===== config.mk =====
export PLATFORM = sky130hd
export DESIGN_NAME = uhp_usart
export DESIGN_NICKNAME = d
export VERILOG_FILES = /design/src/logic/uhp_pkg.sv /design/src/logic/uhp_tx_shift.sv /design/src/logic/uhp_usart.sv
export SDC_FILE = /design/constraint.sdc
export NUM_CORES = 1
export LEC_CHECK = 0
export ABC_AREA = 1
export BUFFER_PORTS_ARGS = -buffer_cell sky130_fd_sc_hd__buf_2
export CAP_MARGIN = 25
export CORE_UTILIZATION = 35
export DETAILED_ROUTE_END_ITERATION = 12
export HOLD_SLACK_MARGIN = 0.1
export PLACE_DENSITY_LB_ADDON = 0.05
export SETUP_SLACK_MARGIN = 0.02
export SYNTH_ARGS = -nofsm -noshare
export SYNTH_HDL_FRONTEND = slang
export SYNTH_SLANG_ARGS = --single-unit

===== constraint.sdc =====
create_clock -name clk -period 2.25 [get_ports clk]
set_input_delay 0.5625 -clock clk [delete_from_list [all_inputs] [get_ports clk]]
set_output_delay 0.5625 -clock clk [all_outputs]
set_load 0.02 [all_outputs]

===== src/logic/uhp_pkg.sv =====
// What this block does
// Host drives select low for any access
// Address line high picks control/status, low data
// Read strobe low drives addressed location out
// Write strobe low stores bus into location
// Deselected device keeps data bus undriven
// Data address: read receive, write transmit buffer
// Control address: read status, write control
// Control codes held apart from transmit buffer
// Host transfers use eight-bit two-way bus
// Data-set-ready only shows in one status bit; the code also gates transmit on it
// Terminal-ready output follows host control writes
// Transmit only with both readies low, request-to-send
// Half-duplex modem answers clear-to-send after 2 ms; the test modem answers after CTS_DELAY (8) clock cycles
// Full-duplex link returns request as clear-to-send
// Finished shifter takes buffer, raises transmit-ready
// Transmit-ready holds until next host data write
// Transmit-ready also readable as status bit
// Shift-empty rises when shifter finishes its byte
// Receiver-ready goes low with framed character waiting
// External sync: far end gives rising sync edge
// Internal sync: sync pin driven high on pattern
// Reset leaves device idle, no transmit or receive
// Shift-empty holds until buffer enters shifter
// Receive read clears receiver-ready; also status bit
// Host never strobes read and write together
package uhp_pkg;
	localparam int DATA_W = 8;
	// ----------------------------------------------------------------
	// Synchroniser lanes of the pin inputs
	// ----------------------------------------------------------------
	localparam int PIN_N = 10;
	localparam int PIN_CS_N = 0;
	localparam int PIN_CD = 1;
	localparam int PIN_RD_N = 2;
	localparam int PIN_WR_N = 3;
	localparam int PIN_DSR_N = 4;
	localparam int PIN_CTS_N = 5;
	localparam int PIN_TXC = 6;
	localparam int PIN_RXC = 7;
	localparam int PIN_RXD = 8;
	localparam int PIN_SYNC = 9;
	localparam logic [PIN_N-1:0] PIN_RESET = 10'h3FF;
	// ----------------------------------------------------------------
	// Control register fields
	// ----------------------------------------------------------------
	localparam int CTL_TX_EN = 0;
	localparam int CTL_DTR = 1;
	localparam int CTL_RX_EN = 2;
	localparam int CTL_SYNC_MODE = 3;
	localparam int CTL_EXT_SYNC = 4;
	localparam int CTL_RTS = 5;
	localparam int CTL_ERR_CLR = 6;
	localparam logic [7:0] CTL_RESET = 8'h00;
	// ----------------------------------------------------------------
	// Status word fields
	// ----------------------------------------------------------------
	localparam int STS_TX_READY = 0;
	localparam int STS_RX_READY = 1;
	localparam int STS_TX_EMPTY = 2;
	localparam int STS_FRAME_ERR = 3;
	localparam int STS_OVERRUN = 4;
	localparam int STS_SYNC = 6;
	localparam int STS_DSR = 7;
	// ----------------------------------------------------------------
	// Serial framing counts
	// ----------------------------------------------------------------
	localparam logic [3:0] ASYNC_BITS = 4'hA;
	localparam logic [3:0] SYNC_BITS = 4'h8;
	localparam logic [3:0] CHAR_BITS = 4'h8;
	localparam logic [7:0] SYNC_PATTERN_DEF = 8'h69;
	typedef enum logic [1:0] {
		RX_IDLE = 2'b00,
		RX_DATA = 2'b01,
		RX_STOP = 2'b10,
		RX_HUNT = 2'b11
	} uhp_rx_state_type;
endpackage


===== src/logic/uhp_tx_shift.sv =====
`timescale 1ns/1ps
`default_nettype none
module uhp_tx_shift (
	input wire logic clk,
	input wire logic nrst,
	input wire logic tick,
	input wire logic load,
	input wire logic sync_mode,
	input wire logic [7:0] load_data,
	output logic txd,
	output logic empty
);
	typedef struct packed {
		logic [9:0] shift;
		logic [3:0] cnt;
		logic txd;
	} uhp_txs_type;
	uhp_txs_type s_reg;
	uhp_txs_type s_next;

	always_comb begin
		s_next = s_reg;
		if (load) begin
			// Async frame carries start and stop bits; sync sends bare data
			if (sync_mode) begin
				s_next.shift = {2'b11, load_data};
				s_next.cnt = uhp_pkg::SYNC_BITS;
			end else begin
				s_next.shift = {1'b1, load_data, 1'b0};
				s_next.cnt = uhp_pkg::ASYNC_BITS;
			end
		end else if (tick && s_reg.cnt != 4'h0) begin
			s_next.txd = s_reg.shift[0];
			s_next.shift = {1'b1, s_reg.shift[9:1]};
			s_next.cnt = s_reg.cnt - 4'h1;
		end
	end

	always_ff @(posedge clk or negedge nrst) begin
		if (!nrst) begin
			s_reg <= '{shift: 10'h3FF, cnt: 4'h0, txd: 1'b1};
		end else begin
			s_reg <= s_next;
		end
	end

	assign txd = s_reg.txd;
	assign empty = (s_reg.cnt == 4'h0);
endmodule
`default_nettype wire


===== src/logic/uhp_usart.sv =====
// Strobed register access and the placing of the registers were decided locally.
`timescale 1ns/1ps
`default_nettype none
module uhp_usart #(
	parameter logic [7:0] SYNC_PATTERN = uhp_pkg::SYNC_PATTERN_DEF
) (
	input wire logic clk,
	input wire logic nrst,
	input wire logic cs_n,
	input wire logic cd,
	input wire logic rd_n,
	input wire logic wr_n,
	input wire logic [7:0] host_data_in,
	output logic [7:0] host_data_out,
	output logic host_data_oe_n,
	input wire logic dsr_n,
	input wire logic cts_n,
	output logic dtr_n,
	output logic rts_n,
	input wire logic tx_bit_clock,
	input wire logic rx_bit_clock,
	input wire logic rx_data,
	output logic tx_data,
	output logic tx_buffer_ready,
	output logic tx_shift_empty,
	output logic rx_char_ready_n,
	input wire logic sync_found_in,
	output logic sync_found_out,
	output logic sync_found_oe_n
);
	// ----------------------------------------------------------------
	// State
	// ----------------------------------------------------------------
	typedef struct packed {
		logic [uhp_pkg::PIN_N-1:0] p1;
		logic [uhp_pkg::PIN_N-1:0] p2;
		logic [uhp_pkg::PIN_N-1:0] p3;
		logic [7:0] d1;
		logic [7:0] d2;
		logic [7:0] wdat;
		logic [7:0] ctrl;
		logic [7:0] tx_buf;
		logic tx_full;
		logic [7:0] rx_buf;
		logic rx_full;
		logic overrun;
		logic frame_err;
		logic [7:0] rx_shift;
		logic [3:0] rx_cnt;
		uhp_pkg::uhp_rx_state_type rx_state;
		logic sync_det;
		logic [7:0] dout;
	} uhp_state_type;
	uhp_state_type s_reg;
	uhp_state_type s_next;

	logic [uhp_pkg::PIN_N-1:0] pins;
	logic tx_empty;
	logic tx_load;
	logic tx_tick;

	function automatic logic rise(input logic now, input logic prev);
		rise = now & ~prev;
	endfunction

	assign pins = {sync_found_in, rx_data, rx_bit_clock, tx_bit_clock, cts_n, dsr_n,
		wr_n, rd_n, cd, cs_n};

	// ----------------------------------------------------------------
	// Next state
	// ----------------------------------------------------------------
	logic sel;
	logic rd_end;
	logic wr_end;
	logic rx_tick;
	logic [7:0] rx_sh;
	logic link_ok;
	logic [7:0] status;

	always_comb begin
		s_next = s_reg;
		s_next.p1 = pins;
		s_next.p2 = s_reg.p1;
		s_next.p3 = s_reg.p2;
		s_next.d1 = host_data_in;
		s_next.d2 = s_reg.d1;
		// Select and address are taken as they stood while the strobe was low
		sel = !s_reg.p3[uhp_pkg::PIN_CS_N];
		// Both strobes low at once is dropped as a bad access
		rd_end = rise(s_reg.p2[uhp_pkg::PIN_RD_N], s_reg.p3[uhp_pkg::PIN_RD_N])
			&& s_reg.p3[uhp_pkg::PIN_WR_N] && sel;
		wr_end = rise(s_reg.p2[uhp_pkg::PIN_WR_N], s_reg.p3[uhp_pkg::PIN_WR_N])
			&& s_reg.p3[uhp_pkg::PIN_RD_N] && sel;
		rx_tick = rise(s_reg.p2[uhp_pkg::PIN_RXC], s_reg.p3[uhp_pkg::PIN_RXC]);
		rx_sh = {s_reg.p2[uhp_pkg::PIN_RXD], s_reg.rx_shift[7:1]};
		// Write data is held while the strobe is low, since the bus may move after it rises
		if (!s_reg.p2[uhp_pkg::PIN_WR_N]) begin
			s_next.wdat = s_reg.d2;
		end

		// ------------------------------------------------------------
		// Host writes
		// ------------------------------------------------------------
		if (wr_end) begin
			if (s_reg.p3[uhp_pkg::PIN_CD]) begin
				s_next.ctrl = s_reg.wdat;
			end else begin
				s_next.tx_buf = s_reg.wdat;
			end
		end

		// ------------------------------------------------------------
		// Transmit buffer hand-over
		// ------------------------------------------------------------
		if (tx_load) begin
			s_next.tx_full = 1'b0;
		end
		if (wr_end && !s_reg.p3[uhp_pkg::PIN_CD]) begin
			s_next.tx_full = 1'b1;
		end

		// ------------------------------------------------------------
		// Receiver
		// ------------------------------------------------------------
		if (rd_end && !s_reg.p3[uhp_pkg::PIN_CD]) begin
			s_next.rx_full = 1'b0;
		end
		if (wr_end && s_reg.p3[uhp_pkg::PIN_CD] && s_reg.wdat[uhp_pkg::CTL_ERR_CLR]) begin
			s_next.overrun = 1'b0;
			s_next.frame_err = 1'b0;
		end
		if (!s_reg.ctrl[uhp_pkg::CTL_RX_EN]) begin
			s_next.rx_state = s_reg.ctrl[uhp_pkg::CTL_SYNC_MODE] ?
				uhp_pkg::RX_HUNT : uhp_pkg::RX_IDLE;
			s_next.sync_det = 1'b0;
		end else if (s_reg.ctrl[uhp_pkg::CTL_SYNC_MODE]) begin
			if (s_reg.ctrl[uhp_pkg::CTL_EXT_SYNC]
				&& rise(s_reg.p2[uhp_pkg::PIN_SYNC], s_reg.p3[uhp_pkg::PIN_SYNC])) begin
				// Framing restarts from the next sampled bit
				s_next.rx_state = uhp_pkg::RX_DATA;
				s_next.rx_cnt = 4'h0;
			end else if (rx_tick) begin
				s_next.rx_shift = rx_sh;
				if (!s_reg.ctrl[uhp_pkg::CTL_EXT_SYNC]) begin
					s_next.sync_det = (rx_sh == SYNC_PATTERN);
				end
				case (s_reg.rx_state)
					uhp_pkg::RX_HUNT: begin
						if (!s_reg.ctrl[uhp_pkg::CTL_EXT_SYNC] && rx_sh == SYNC_PATTERN) begin
							s_next.rx_state = uhp_pkg::RX_DATA;
							s_next.rx_cnt = 4'h0;
						end
					end
					uhp_pkg::RX_DATA: begin
						s_next.rx_cnt = s_reg.rx_cnt + 4'h1;
						if (s_reg.rx_cnt == uhp_pkg::CHAR_BITS - 4'h1) begin
							s_next.rx_cnt = 4'h0;
							s_next.rx_buf = rx_sh;
							s_next.rx_full = 1'b1;
							s_next.overrun = s_reg.overrun | s_reg.rx_full;
						end
					end
					default: begin
						s_next.rx_state = uhp_pkg::RX_HUNT;
					end
				endcase
			end
		end else if (rx_tick) begin
			case (s_reg.rx_state)
				uhp_pkg::RX_IDLE: begin
					if (!s_reg.p2[uhp_pkg::PIN_RXD]) begin
						s_next.rx_state = uhp_pkg::RX_DATA;
						s_next.rx_cnt = 4'h0;
					end
				end
				uhp_pkg::RX_DATA: begin
					s_next.rx_shift = rx_sh;
					s_next.rx_cnt = s_reg.rx_cnt + 4'h1;
					if (s_reg.rx_cnt == uhp_pkg::CHAR_BITS - 4'h1) begin
						s_next.rx_state = uhp_pkg::RX_STOP;
					end
				end
				uhp_pkg::RX_STOP: begin
					s_next.rx_state = uhp_pkg::RX_IDLE;
					if (s_reg.p2[uhp_pkg::PIN_RXD]) begin
						s_next.rx_buf = s_reg.rx_shift;
						s_next.rx_full = 1'b1;
						s_next.overrun = s_reg.overrun | s_reg.rx_full;
					end else begin
						s_next.frame_err = 1'b1;
					end
				end
				default: begin
					s_next.rx_state = uhp_pkg::RX_IDLE;
				end
			endcase
		end

		// ------------------------------------------------------------
		// Read data, kept current for whichever location is addressed
		// ------------------------------------------------------------
		status = 8'h00;
		status[uhp_pkg::STS_TX_READY] = !s_reg.tx_full;
		status[uhp_pkg::STS_RX_READY] = s_reg.rx_full;
		status[uhp_pkg::STS_TX_EMPTY] = tx_empty;
		status[uhp_pkg::STS_FRAME_ERR] = s_reg.frame_err;
		status[uhp_pkg::STS_OVERRUN] = s_reg.overrun;
		status[uhp_pkg::STS_SYNC] = s_reg.sync_det;
		status[uhp_pkg::STS_DSR] = !s_reg.p2[uhp_pkg::PIN_DSR_N];
		s_next.dout = s_reg.p2[uhp_pkg::PIN_CD] ? status : s_reg.rx_buf;
	end

	always_ff @(posedge clk or negedge nrst) begin
		if (!nrst) begin
			// Receiver and transmitter both idle, control cleared
			s_reg <= '{p1: uhp_pkg::PIN_RESET, p2: uhp_pkg::PIN_RESET,
				p3: uhp_pkg::PIN_RESET, d1: 8'h00, d2: 8'h00, wdat: 8'h00,
				ctrl: uhp_pkg::CTL_RESET, tx_buf: 8'h00, tx_full: 1'b0,
				rx_buf: 8'h00, rx_full: 1'b0, overrun: 1'b0, frame_err: 1'b0,
				rx_shift: 8'h00, rx_cnt: 4'h0, rx_state: uhp_pkg::RX_IDLE,
				sync_det: 1'b0, dout: 8'h00};
		end else begin
			s_reg <= s_next;
		end
	end

	// ----------------------------------------------------------------
	// Transmitter
	// ----------------------------------------------------------------
	// Sending needs both readies and the modem's clear-to-send low
	assign link_ok = !s_reg.p2[uhp_pkg::PIN_DSR_N] && s_reg.ctrl[uhp_pkg::CTL_DTR]
		&& s_reg.ctrl[uhp_pkg::CTL_RTS] && !s_reg.p2[uhp_pkg::PIN_CTS_N];
	assign tx_load = tx_empty && s_reg.tx_full && s_reg.ctrl[uhp_pkg::CTL_TX_EN]
		&& link_ok;
	assign tx_tick = rise(s_reg.p3[uhp_pkg::PIN_TXC], s_reg.p2[uhp_pkg::PIN_TXC]);

	uhp_tx_shift u_tx (
		.clk(clk),
		.nrst(nrst),
		.tick(tx_tick),
		.load(tx_load),
		.sync_mode(s_reg.ctrl[uhp_pkg::CTL_SYNC_MODE]),
		.load_data(s_reg.tx_buf),
		.txd(tx_data),
		.empty(tx_empty)
	);

	// ----------------------------------------------------------------
	// Pins
	// ----------------------------------------------------------------
	// Bus drive follows the synchronised strobes, so it lags the pins by two cycles
	assign host_data_oe_n = s_reg.p2[uhp_pkg::PIN_CS_N] || s_reg.p2[uhp_pkg::PIN_RD_N]
		|| !s_reg.p2[uhp_pkg::PIN_WR_N];
	assign host_data_out = s_reg.dout;
	assign dtr_n = !s_reg.ctrl[uhp_pkg::CTL_DTR];
	assign rts_n = !s_reg.ctrl[uhp_pkg::CTL_RTS];
	assign tx_buffer_ready = !s_reg.tx_full;
	assign tx_shift_empty = tx_empty;
	assign rx_char_ready_n = !s_reg.rx_full;
	assign sync_found_out = s_reg.sync_det;
	assign sync_found_oe_n = !(s_reg.ctrl[uhp_pkg::CTL_SYNC_MODE]
		&& !s_reg.ctrl[uhp_pkg::CTL_EXT_SYNC]);
endmodule
`default_nettype wire


==> impl_results.md, run 1 <==
- First-pass GRT wire length: between 15 and 20 mm
- Slew Limit Fails: 0
- Initial Utilization: 0.364
- Crit path kind: reg2out
- Met1 WL: roughly 4.7 mm
- DR pass1 iterations: 5
- Worst Max-Slew Pin Slew: around 600 ps
- IO Pins: 37
- Count leader, synth: nand2_1
- Overall die width: ~120 um
- Peak Freq: 481 MHz
- NumNets Final: approximately 540
- Vias in the first global route: 3,221
- Max-cap viol count: 0
- Max-Slew Margin vs Limit: 0.591
- Status: complete, no violations
- # DRC: 0
- Worst VDD drop: roughly 0.74 mV
- Clock root cell: clkbuf_16
- RSZ-0062 raised after global routing: no
- Vias/cell: between 4 and 5
- Pwr per Cell Area: 1130 nW/um^2
- CTS tree: done
- CP peak stage delay: approximately 590 ps
- Syn Std Cell Area: approximately 4700 um^2
- Crit path cell chain: buf_4 -> nand2_1 -> buf_2
- Syn_area_per_cell: between 9 and 10 um^2
- Worst EP arrival: about 1500 ps
- Setup slack after layout: 170 ps
- Post-Syn Instances: 480
- Clock-pin slew on the worst setup and hold paths: roughly 50 ps
- Post-synth top cells: nand2_1 (128), dfrtp_1 (77), nand3_1 (40)
- Asr flop ratio synth: 1.00
- GPL Wtd Cong: approximately 0.85
- Syn-to-layout area delta: 19.4%
- Total CTS buffers: 17
- Leading area contributor after synthesis: dfrtp_1
- Startpoint Class: flop
- # setup viols final: 0
- Met2 Wirelength: approximately 3.9 mm
- Max reg flops: 56
- Unique masters post-synth: 39
- # Post-CTS Setup Buffers: 0
- Finished Cell Area: between 5000 and 6000 um^2
- Worst Hold Class: in2async
- Via total after detailed routing: 3,189
- DP Wirelength: 6.00 mm
- Die height: 117 um
- Yosys warns: 0
- Fin crit share: 0.925
- Crit-path max FO: 13
- H-tree levels: 4
- Layout Skew: about 10 ps
- Port-buffer cells: 36
- Clock Latency Late Sink: 410 ps
- Total negative slack: 0 ps
- Worst hold margin: 199 ps
- Number of synthesized register bits: roughly 120
- Yosys top cell area share: 0.414
- Routed WL per cell: ~13 um
- Hold-fix buffers, CTS: 0
- Die area: 13,800 um^2
- Critical path's slowest cell: dfrtp_1
- GR Util All Layers: 0.151
- Final hold viol count: 0
- Post-synthesis sequential area ratio: 0.628
- Max layer used: met4
- Placed Instance Area: slightly below 5000 um^2
- Worst EP required: approximately 1700 ps
- Grt total ovfl: 0
- ANT nets after route: 0
- Leakage: ~2.6 nW
- DRT iter0 DRCs: about 280
- Top cells by area, synth: dfrtp_1 (41%), dfstp_2 (21%), nand2_1 (10%), nand3_1 (4.3%), o21ai_0 (3.9%)
- Syn_nets: approximately 500
- Ys flop type: dfrtp_1
- Placement Setup Slack: between 300 and 400 ps
- Initial antenna violation count: 0
- Resized cells post-CTS: 0
- Min cycle time layout: between 2000 and 2500 ps
- Bufs on Longest Clock Path: 2
- Largest net degree at the start of global routing: between 100 and 150
- Fraction of layout cells with a size suffix above 1: 0.240
- CP endpoint kind: output port
- Final WL: around 9.1 mm
- Metal3 WL: ~430 um
- # diodes: 0
- Core area: ~13,000 um^2
- CTS sink count: between 100 and 150
- Reg-to-reg slack, setup: ~420 ps
- Number of synthesized flops with an enable pin: 0
- Fin util: 0.435
- Row count: 41
-- layout make-up --
class	instances	area, um^2
Clock inverter	9	129
Tap cell	172	215
Inverter	46	173
Clock buffer	23	468
Sequential cell	115	2930
Multi-Input combinational cell	299	1440
Timing Repair Buffer	38	210
Fill cell	1256	7210
-- worst max-delay path, delay by kind of cell (launching register included) --
family / cells / cell delay [ps]
flip-flops: 1 / 590
AND/OR/NAND/NOR: 1 / 80
buffers and inverters: 2 / 420
-- logic make-up (layout without fill, tap and decap cells) --
kind of cell	count (synthesis)	count (layout)	synth area share
AO/OA/AOI/OAI	63	63	0.0766
XOR/XNOR	1	1	0.00188
adder cells (fa/ha/maj)	2	2	0.00538
buffers and inverters	66	116	0.0624
flip-flops	115	115	0.628
AND/OR/NAND/NOR	233	233	0.225
-- cells in the final DEF (no fill, tap or decap), types with 3 or more instances in the layout --
cell and n:
nand4_1 11, nand3_1 40, dfstp_2 38, o21ai_0 36, a21oi_1 10, nand2_1 128, clkbuf_16 17, nand2_2 4
o22ai_1 5, clkinv_2 3, buf_2 35, nor2_4 3, inv_1 38, nor3_1 5, inv_2 7, dfrtp_1 77
bufinv_16 3, nor2_1 33, clkbuf_1 4
-- through the flow --
| stage | instances | power (mW) |
|---|---|---|
| after floorplan | 480 | 3.33 |
| after global placement | 670 | 3.60 |
| after detailed placement | 670 | 3.61 |
| after CTS | 702 | 6.37 |
| after global routing | 702 | 6.63 |
| final | 702 | 6.27 |
-- final timing paths --
path,from,end,cells after the start
max in group asynchronous,nrst,s_next[60]$_DFF_PN0_,2
setup reg to reg,s_next[78]$_DFF_PN1_,s_reg[23]$_DFF_PN0_,5
hold / removal,nrst,sync_found_out$_DFFE_PN0P_,2
hold reg to reg,s_next[59]$_DFF_PN0_,s_reg[59]$_DFF_PN0_,0
setup / recovery,s_reg[46]$_DFFE_PN0N_,sync_found_oe_n,3
min in group clk,cts_n,s_next[90]$_DFF_PN1_,1
-- power by group --
group | switching, mW | total [mW] | leakage, nW | internal (mW)
logic | 0.578 | 0.867 | 0.935 | 0.289
clock network | 0.909 | 2.70 | 0.287 | 1.79
registers | 0.246 | 2.70 | 1.37 | 2.45
-- routing by layer --
metal / track usage / vias up
met5: 0 / -
met4: 0.0625 / 0
met3: 0.0627 / 9
met2: 0.206 / 65
met1: 0.209 / 1489
li1: - / 1626
(Power assumes the default switching activity.)
==> inputs of run 2 (changes only) <==
Settings changed: PLACE_DENSITY_LB_ADDON 0.05 to default.
==> impl_results.md, run 2 (synthesis gave the netlist of run 1 again) <==
- Buf+Inv Stages, Crit Path: 3
- Most Crowded Layer GR: met2
- Clock root cell: clkbuf_16
- Worst Max-Slew Pin Slew: around 610 ps
- Total CTS buffers: 17
- Fin crit share: 0.906
- Core area: ~13,000 um^2
- DRT iter0 DRCs: roughly 220
- Grt total ovfl: 0
- Delay-heaviest family, CP: buffers and inverters
- Fin util: 0.436
- GR Util All Layers: 0.139
- M3 GR Usage: 0.0375
- H-tree levels: 4
- Max-cap viol count: 0
- Max-Slew Margin vs Limit: 0.594
- Peak Freq: 491 MHz
- Crit path kind: reg2out
- Final WL: 8.85 mm
- Worst EP arrival: roughly 1500 ps
- Met2 Use GR: 0.205
- NumNets Final: between 500 and 600
- Layout Skew: about 8.7 ps
- # DRC: 0
- Clock-pin slew on the worst setup and hold paths: ~60 ps
- # setup viols final: 0
- Vias in the first global route: about 3,200
- Crit-path max FO: 4
- Leakage: 2.61 nW
- Max reg flops: 56
- CP peak stage delay: 360 ps
- Worst Hold Class: in2async
- Commonest non-fill, non-tap cell in the layout: nand2_1
- Slew Limit Fails: 0
- CTS tree: done
- Worst VDD drop: about 0.56 mV
- IO Pins: 37
- Final hold viol count: 0
- Worst EP required: between 1500 and 2000 ps
- Min cycle time layout: around 2000 ps
- Commonest cells after routing, fill and taps aside: nand2_1 (128), dfrtp_1 (77), nand3_1 (40)
- Overall die width: between 100 and 150 um
- ANT nets after route: 0
- RSZ-0062 raised after global routing: no
- Critical path's slowest cell: dfrtp_1
- Vias/cell: 4.68
- Routed WL per cell: about 13 um
- Syn-to-layout area delta: 19.6%
- Startpoint Class: flop
- Clock Latency Late Sink: 410 ps
- Status: complete, no violations
- First-pass GRT wire length: between 15 and 20 mm
- Met1 Track Usage GR: 0.185
- Pwr per Cell Area: 1110 nW/um^2
- Fraction of layout cells with a size suffix above 1: 0.250
- Initial antenna violation count: 0
- Via total after detailed routing: between 3,000 and 4,000
- Die area: ~14,000 um^2
- CP most frequent cell: inv_1
- Initial Utilization: 0.364
- Hold-fix buffers, CTS: 0
- DP Wirelength: 6.12 mm
- Port-buffer cells: 36
- # Post-CTS Setup Buffers: 0
- Filler cells: around 1,200
- Row count: 41
- Bufs on Longest Clock Path: 2
- GPL Wtd Cong: ~0.92
- Largest net degree at the start of global routing: 42
- Final Power: a little over 6 mW
- CTS sink count: 115
- CP endpoint kind: output port
- Resized cells post-CTS: 0
- # diodes: 0
- DR pass1 iterations: 4
- Total negative slack: 0 ps
- Crit path cell chain: inv_1 -> ha_1 -> nand2_1 -> inv_1 -> buf_2
- Die height: roughly 120 um
[run 2: per-layer routing]
metal,routed length [um],share of wire
met5,0,0
met4,170,0.019
met3,400,0.045
met2,4040,0.46
met1,4240,0.48
[run 2: worst paths after layout]
path / startpoint / endpoint / slack [ps] / cells past startpoint
max: u_tx.s_reg[1]$_DFFE_PN0P_ / tx_shift_empty / 210 / 5
min: nrst / s_reg[13]$_DFFE_PN0P_ / 120 / 1
max reg2reg: u_tx.s_reg[1]$_DFFE_PN0P_ / u_tx.s_reg[3]$_DFFE_PN0P_ / 510 / 8
min reg2reg: s_next[61]$_DFF_PN0_ / s_reg[61]$_DFF_PN0_ / 350 / 0
max in group asynchronous: nrst / s_next[81]$_DFF_PN1_ / 1500 / 2
min in group clk: wr_n / s_next[88]$_DFF_PN1_ / 250 / 1
[run 2: area by class of cell]
class | instances | area (um^2) | share of cell area
tap | 172 | 215 | 0.0387
multi-input combinational | 299 | 1440 | 0.258
sequential | 115 | 2930 | 0.525
timing repair buffer | 40 | 238 | 0.0427
clock buffer | 17 | 425 | 0.0764
clock inverter | 15 | 153 | 0.0274
inverter | 46 | 173 | 0.0310
[run 2: per-stage QoR]
| stage | instances | worst slack [ps] | hold slack [ps] | cell area, um^2 |
|---|---|---|---|---|
| floorplan | 480 | 552 | 267 | 4650 |
| global placement | 672 | 541 | 334 | 4990 |
| detailed placement | 672 | 491 | 336 | 4990 |
| CTS | 704 | 196 | 121 | 5570 |
| global route | 704 | 98.9 | 144 | 5570 |
| finish | 704 | 212 | 115 | 5570 |
[run 2: power breakdown]
group          total (mW)  switching [mW]  leakage (nW)  internal, mW
clock network        2.57            1.09         0.284          1.48
registers            2.70           0.253          1.37          2.45
logic               0.886           0.591         0.950         0.295
total                6.16            1.94          2.61          4.22
==> inputs of run 3 (changes only) <==
Settings changed: SYNTH_HIERARCHICAL from default to 1.
==> impl_results.md, run 3 <==
- Layout Skew: slightly above 8 ps
- Delay-heaviest family, CP: flip-flops
- Ys flop type: dfrtp_1
- GR Util All Layers: 0.150
- Top cells by area, synth: dfrtp_1 (39%), dfstp_2 (20%), nand2_1 (9.2%), nand3_1 (5.0%), o21ai_0 (4.5%)
- Total negative slack: 0 ps
- Status: complete, no violations
- Reg-to-Reg End: u_tx/s_reg[10]$_DFFE_PN1P_
- H-tree levels: 4
- Yosys warns: 6
- Max reg flops: 56
- # setup viols final: 0
- Fin crit share: 0.917
- Routed WL per cell: 12.7 um
- Worst Hold Class: in2async
- Initial antenna violation count: 0
- Core area: roughly 13,000 um^2
- Overall die width: around 120 um
- Crit-path max FO: 13
- Port-buffer cells: 36
- Final hold viol count: 0
- Leading area contributor after synthesis: dfrtp_1
- Number of synthesized flops with an enable pin: 0
- DP Wirelength: between 6 and 7 mm
- Vias/cell: about 4.7
- DR pass1 iterations: 5
- Worst EP required: 1690 ps
- Reg2reg path depth: 11
- Post-synth top cells: nand2_1 (120), dfrtp_1 (77), nand3_1 (49)
- Buf+Inv Stages, Crit Path: 2
- Critical path's slowest cell: dfrtp_1
- Syn Std Cell Area: approximately 5000 um^2
- Peak Freq: about 480 MHz
- Syn-to-layout area delta: 17.1%
- CTS sink count: approximately 120
- Slew Limit Fails: 0
- Crit path cell chain: buf_4 -> nand2_1 -> buf_2
- Clock-pin slew on the worst setup and hold paths: 60 ps
- Syn_nets: 534
- R2R Path Start: u_tx/s_reg[1]$_DFFE_PN0P_
- Initial Utilization: 0.364
- First-pass GRT wire length: 16.6 mm
- CP peak stage delay: 570 ps
- Placed Instance Area: around 5200 um^2
- Die area: about 14,000 um^2
- DRT iter0 DRCs: around 290
- NumNets Final: about 570
- Total CTS buffers: 17
- Post-synthesis sequential area ratio: 0.599
- Multi-input gate area: between 1500 and 2000 um^2
- Clock root cell: clkbuf_16
- Commonest cells after routing, fill and taps aside: nand2_1 (120), dfrtp_1 (77), nand3_1 (49)
- Reg-to-reg slack, setup: approximately 210 ps
- Max-Slew Margin vs Limit: 0.613
- Post-Syn Instances: about 510
- IO Pins: 37
- Unique masters post-synth: 37
- Vias in the first global route: 3,534
- Bufs on Longest Clock Path: 2
- Largest net degree at the start of global routing: 75
- Yosys top cell area share: 0.395
- Commonest non-fill, non-tap cell in the layout: nand2_1
- GPL Wtd Cong: 0.851
- Count leader, synth: nand2_1
- Crit path kind: reg2out
- Max-cap viol count: 0
- Row count: 42
- # diodes: 0
- Min cycle time layout: roughly 2100 ps
- CP endpoint kind: output port
- Final WL: between 9 and 10 mm
- Leakage: between 2 and 3 nW
- Filler cells: 1,333
- Pwr per Cell Area: around 1100 nW/um^2
- Finished Cell Area: between 5000 and 6000 um^2
- ANT nets after route: 0
- Worst EP arrival: around 1500 ps
- Number of synthesized register bits: roughly 120
- Worst Max-Slew Pin Slew: 578 ps
- Die height: ~120 um
- Grt total ovfl: 0
- FF+latch area: approximately 2900 um^2
- Fraction of layout cells with a size suffix above 1: 0.252
- Worst VDD drop: around 0.52 mV
- # DRC: 0
- Clock Latency Late Sink: around 410 ps
- Syn_area_per_cell: approximately 9.6 um^2
- Via total after detailed routing: 3,514
- Startpoint Class: flop
- CTS tree: done
- RSZ-0062 raised after global routing: no
- Asr flop ratio synth: 1.00
[run 3: layer usage]
metal  track usage  routed length [um]  vias to the layer above
met5             0                   0                        -
met4        0.0867                 232                        0
met3        0.0380                 459                       20
met2         0.219                4180                       86
met1         0.200                4510                     1666
li1              -                   -                     1742
[run 3: cell families after synthesis]
kind of cell | Yosys count | synth area share
AO/OA/AOI/OAI | 70 | 0.0802
flip-flops | 115 | 0.599
adder cells (fa/ha/maj) | 3 | 0.00769
AND/OR/NAND/NOR | 246 | 0.235
XOR/XNOR | 1 | 0.00179
buffers and inverters | 76 | 0.0759
[run 3: how the worst max path moves through the flow]
stage / start / slack (ps) / cells past startpoint / to
final: s_reg[46]$_DFFE_PN0N_ / 190 / 3 / sync_found_oe_n
after global routing: u_tx/s_reg[1]$_DFFE_PN0P_ / 40 / 11 / u_tx/s_reg[11]$_DFFE_PN1P_
after CTS: u_tx/s_reg[1]$_DFFE_PN0P_ / 90 / 10 / u_tx/s_reg[10]$_DFFE_PN1P_
after detailed placement: u_tx/s_reg[1]$_DFFE_PN0P_ / 120 / 10 / u_tx/s_reg[10]$_DFFE_PN1P_
after global placement: u_tx/s_reg[1]$_DFFE_PN0P_ / 220 / 10 / u_tx/s_reg[8]$_DFFE_PN1P_
after floorplan: u_tx/s_reg[1]$_DFFE_PN0P_ / 160 / 12 / u_tx/s_reg[4]$_DFFE_PN0P_
[run 3: report_power, final]
group	switching [mW]	internal (mW)	total (mW)
sequential	0.282	2.47	2.75
clock	0.888	1.38	2.27
combinational	0.721	0.393	1.11
[run 3: layout make-up]
class / count / area share
clock buffers: 20 / 0.0764
clock inverters: 12 / 0.0120
inverters: 51 / 0.0335
multi-input cells: 320 / 0.280
flip-flops and latches: 115 / 0.512
well taps: 176 / 0.0385
repair buffers: 45 / 0.0460
repair inverters: 1 / 0.00131
[run 3: through the flow]
| stage | worst slack [ps] | total power, mW | cells | utilization | hold slack, ps |
|---|---|---|---|---|---|
| final | 187 | 6.14 | 740 | 0.427 | 152 |
| after global routing | 44.4 | 6.51 | 740 | 0.427 | 185 |
| after CTS | 91.6 | 6.20 | 738 | 0.424 | 175 |
| after detailed placement | 121 | 3.89 | 706 | 0.386 | 336 |
| after global placement | 223 | 3.84 | 706 | 0.386 | 334 |
| after floorplan | 165 | 3.59 | 511 | - | 267 |
[run 3: timing repair]
action                     4_1_cts  5_1_grt
gates resized for setup          0        4
setup buffers                    0        1
setup endpoints to repair        0        5
hold buffers                     0        0
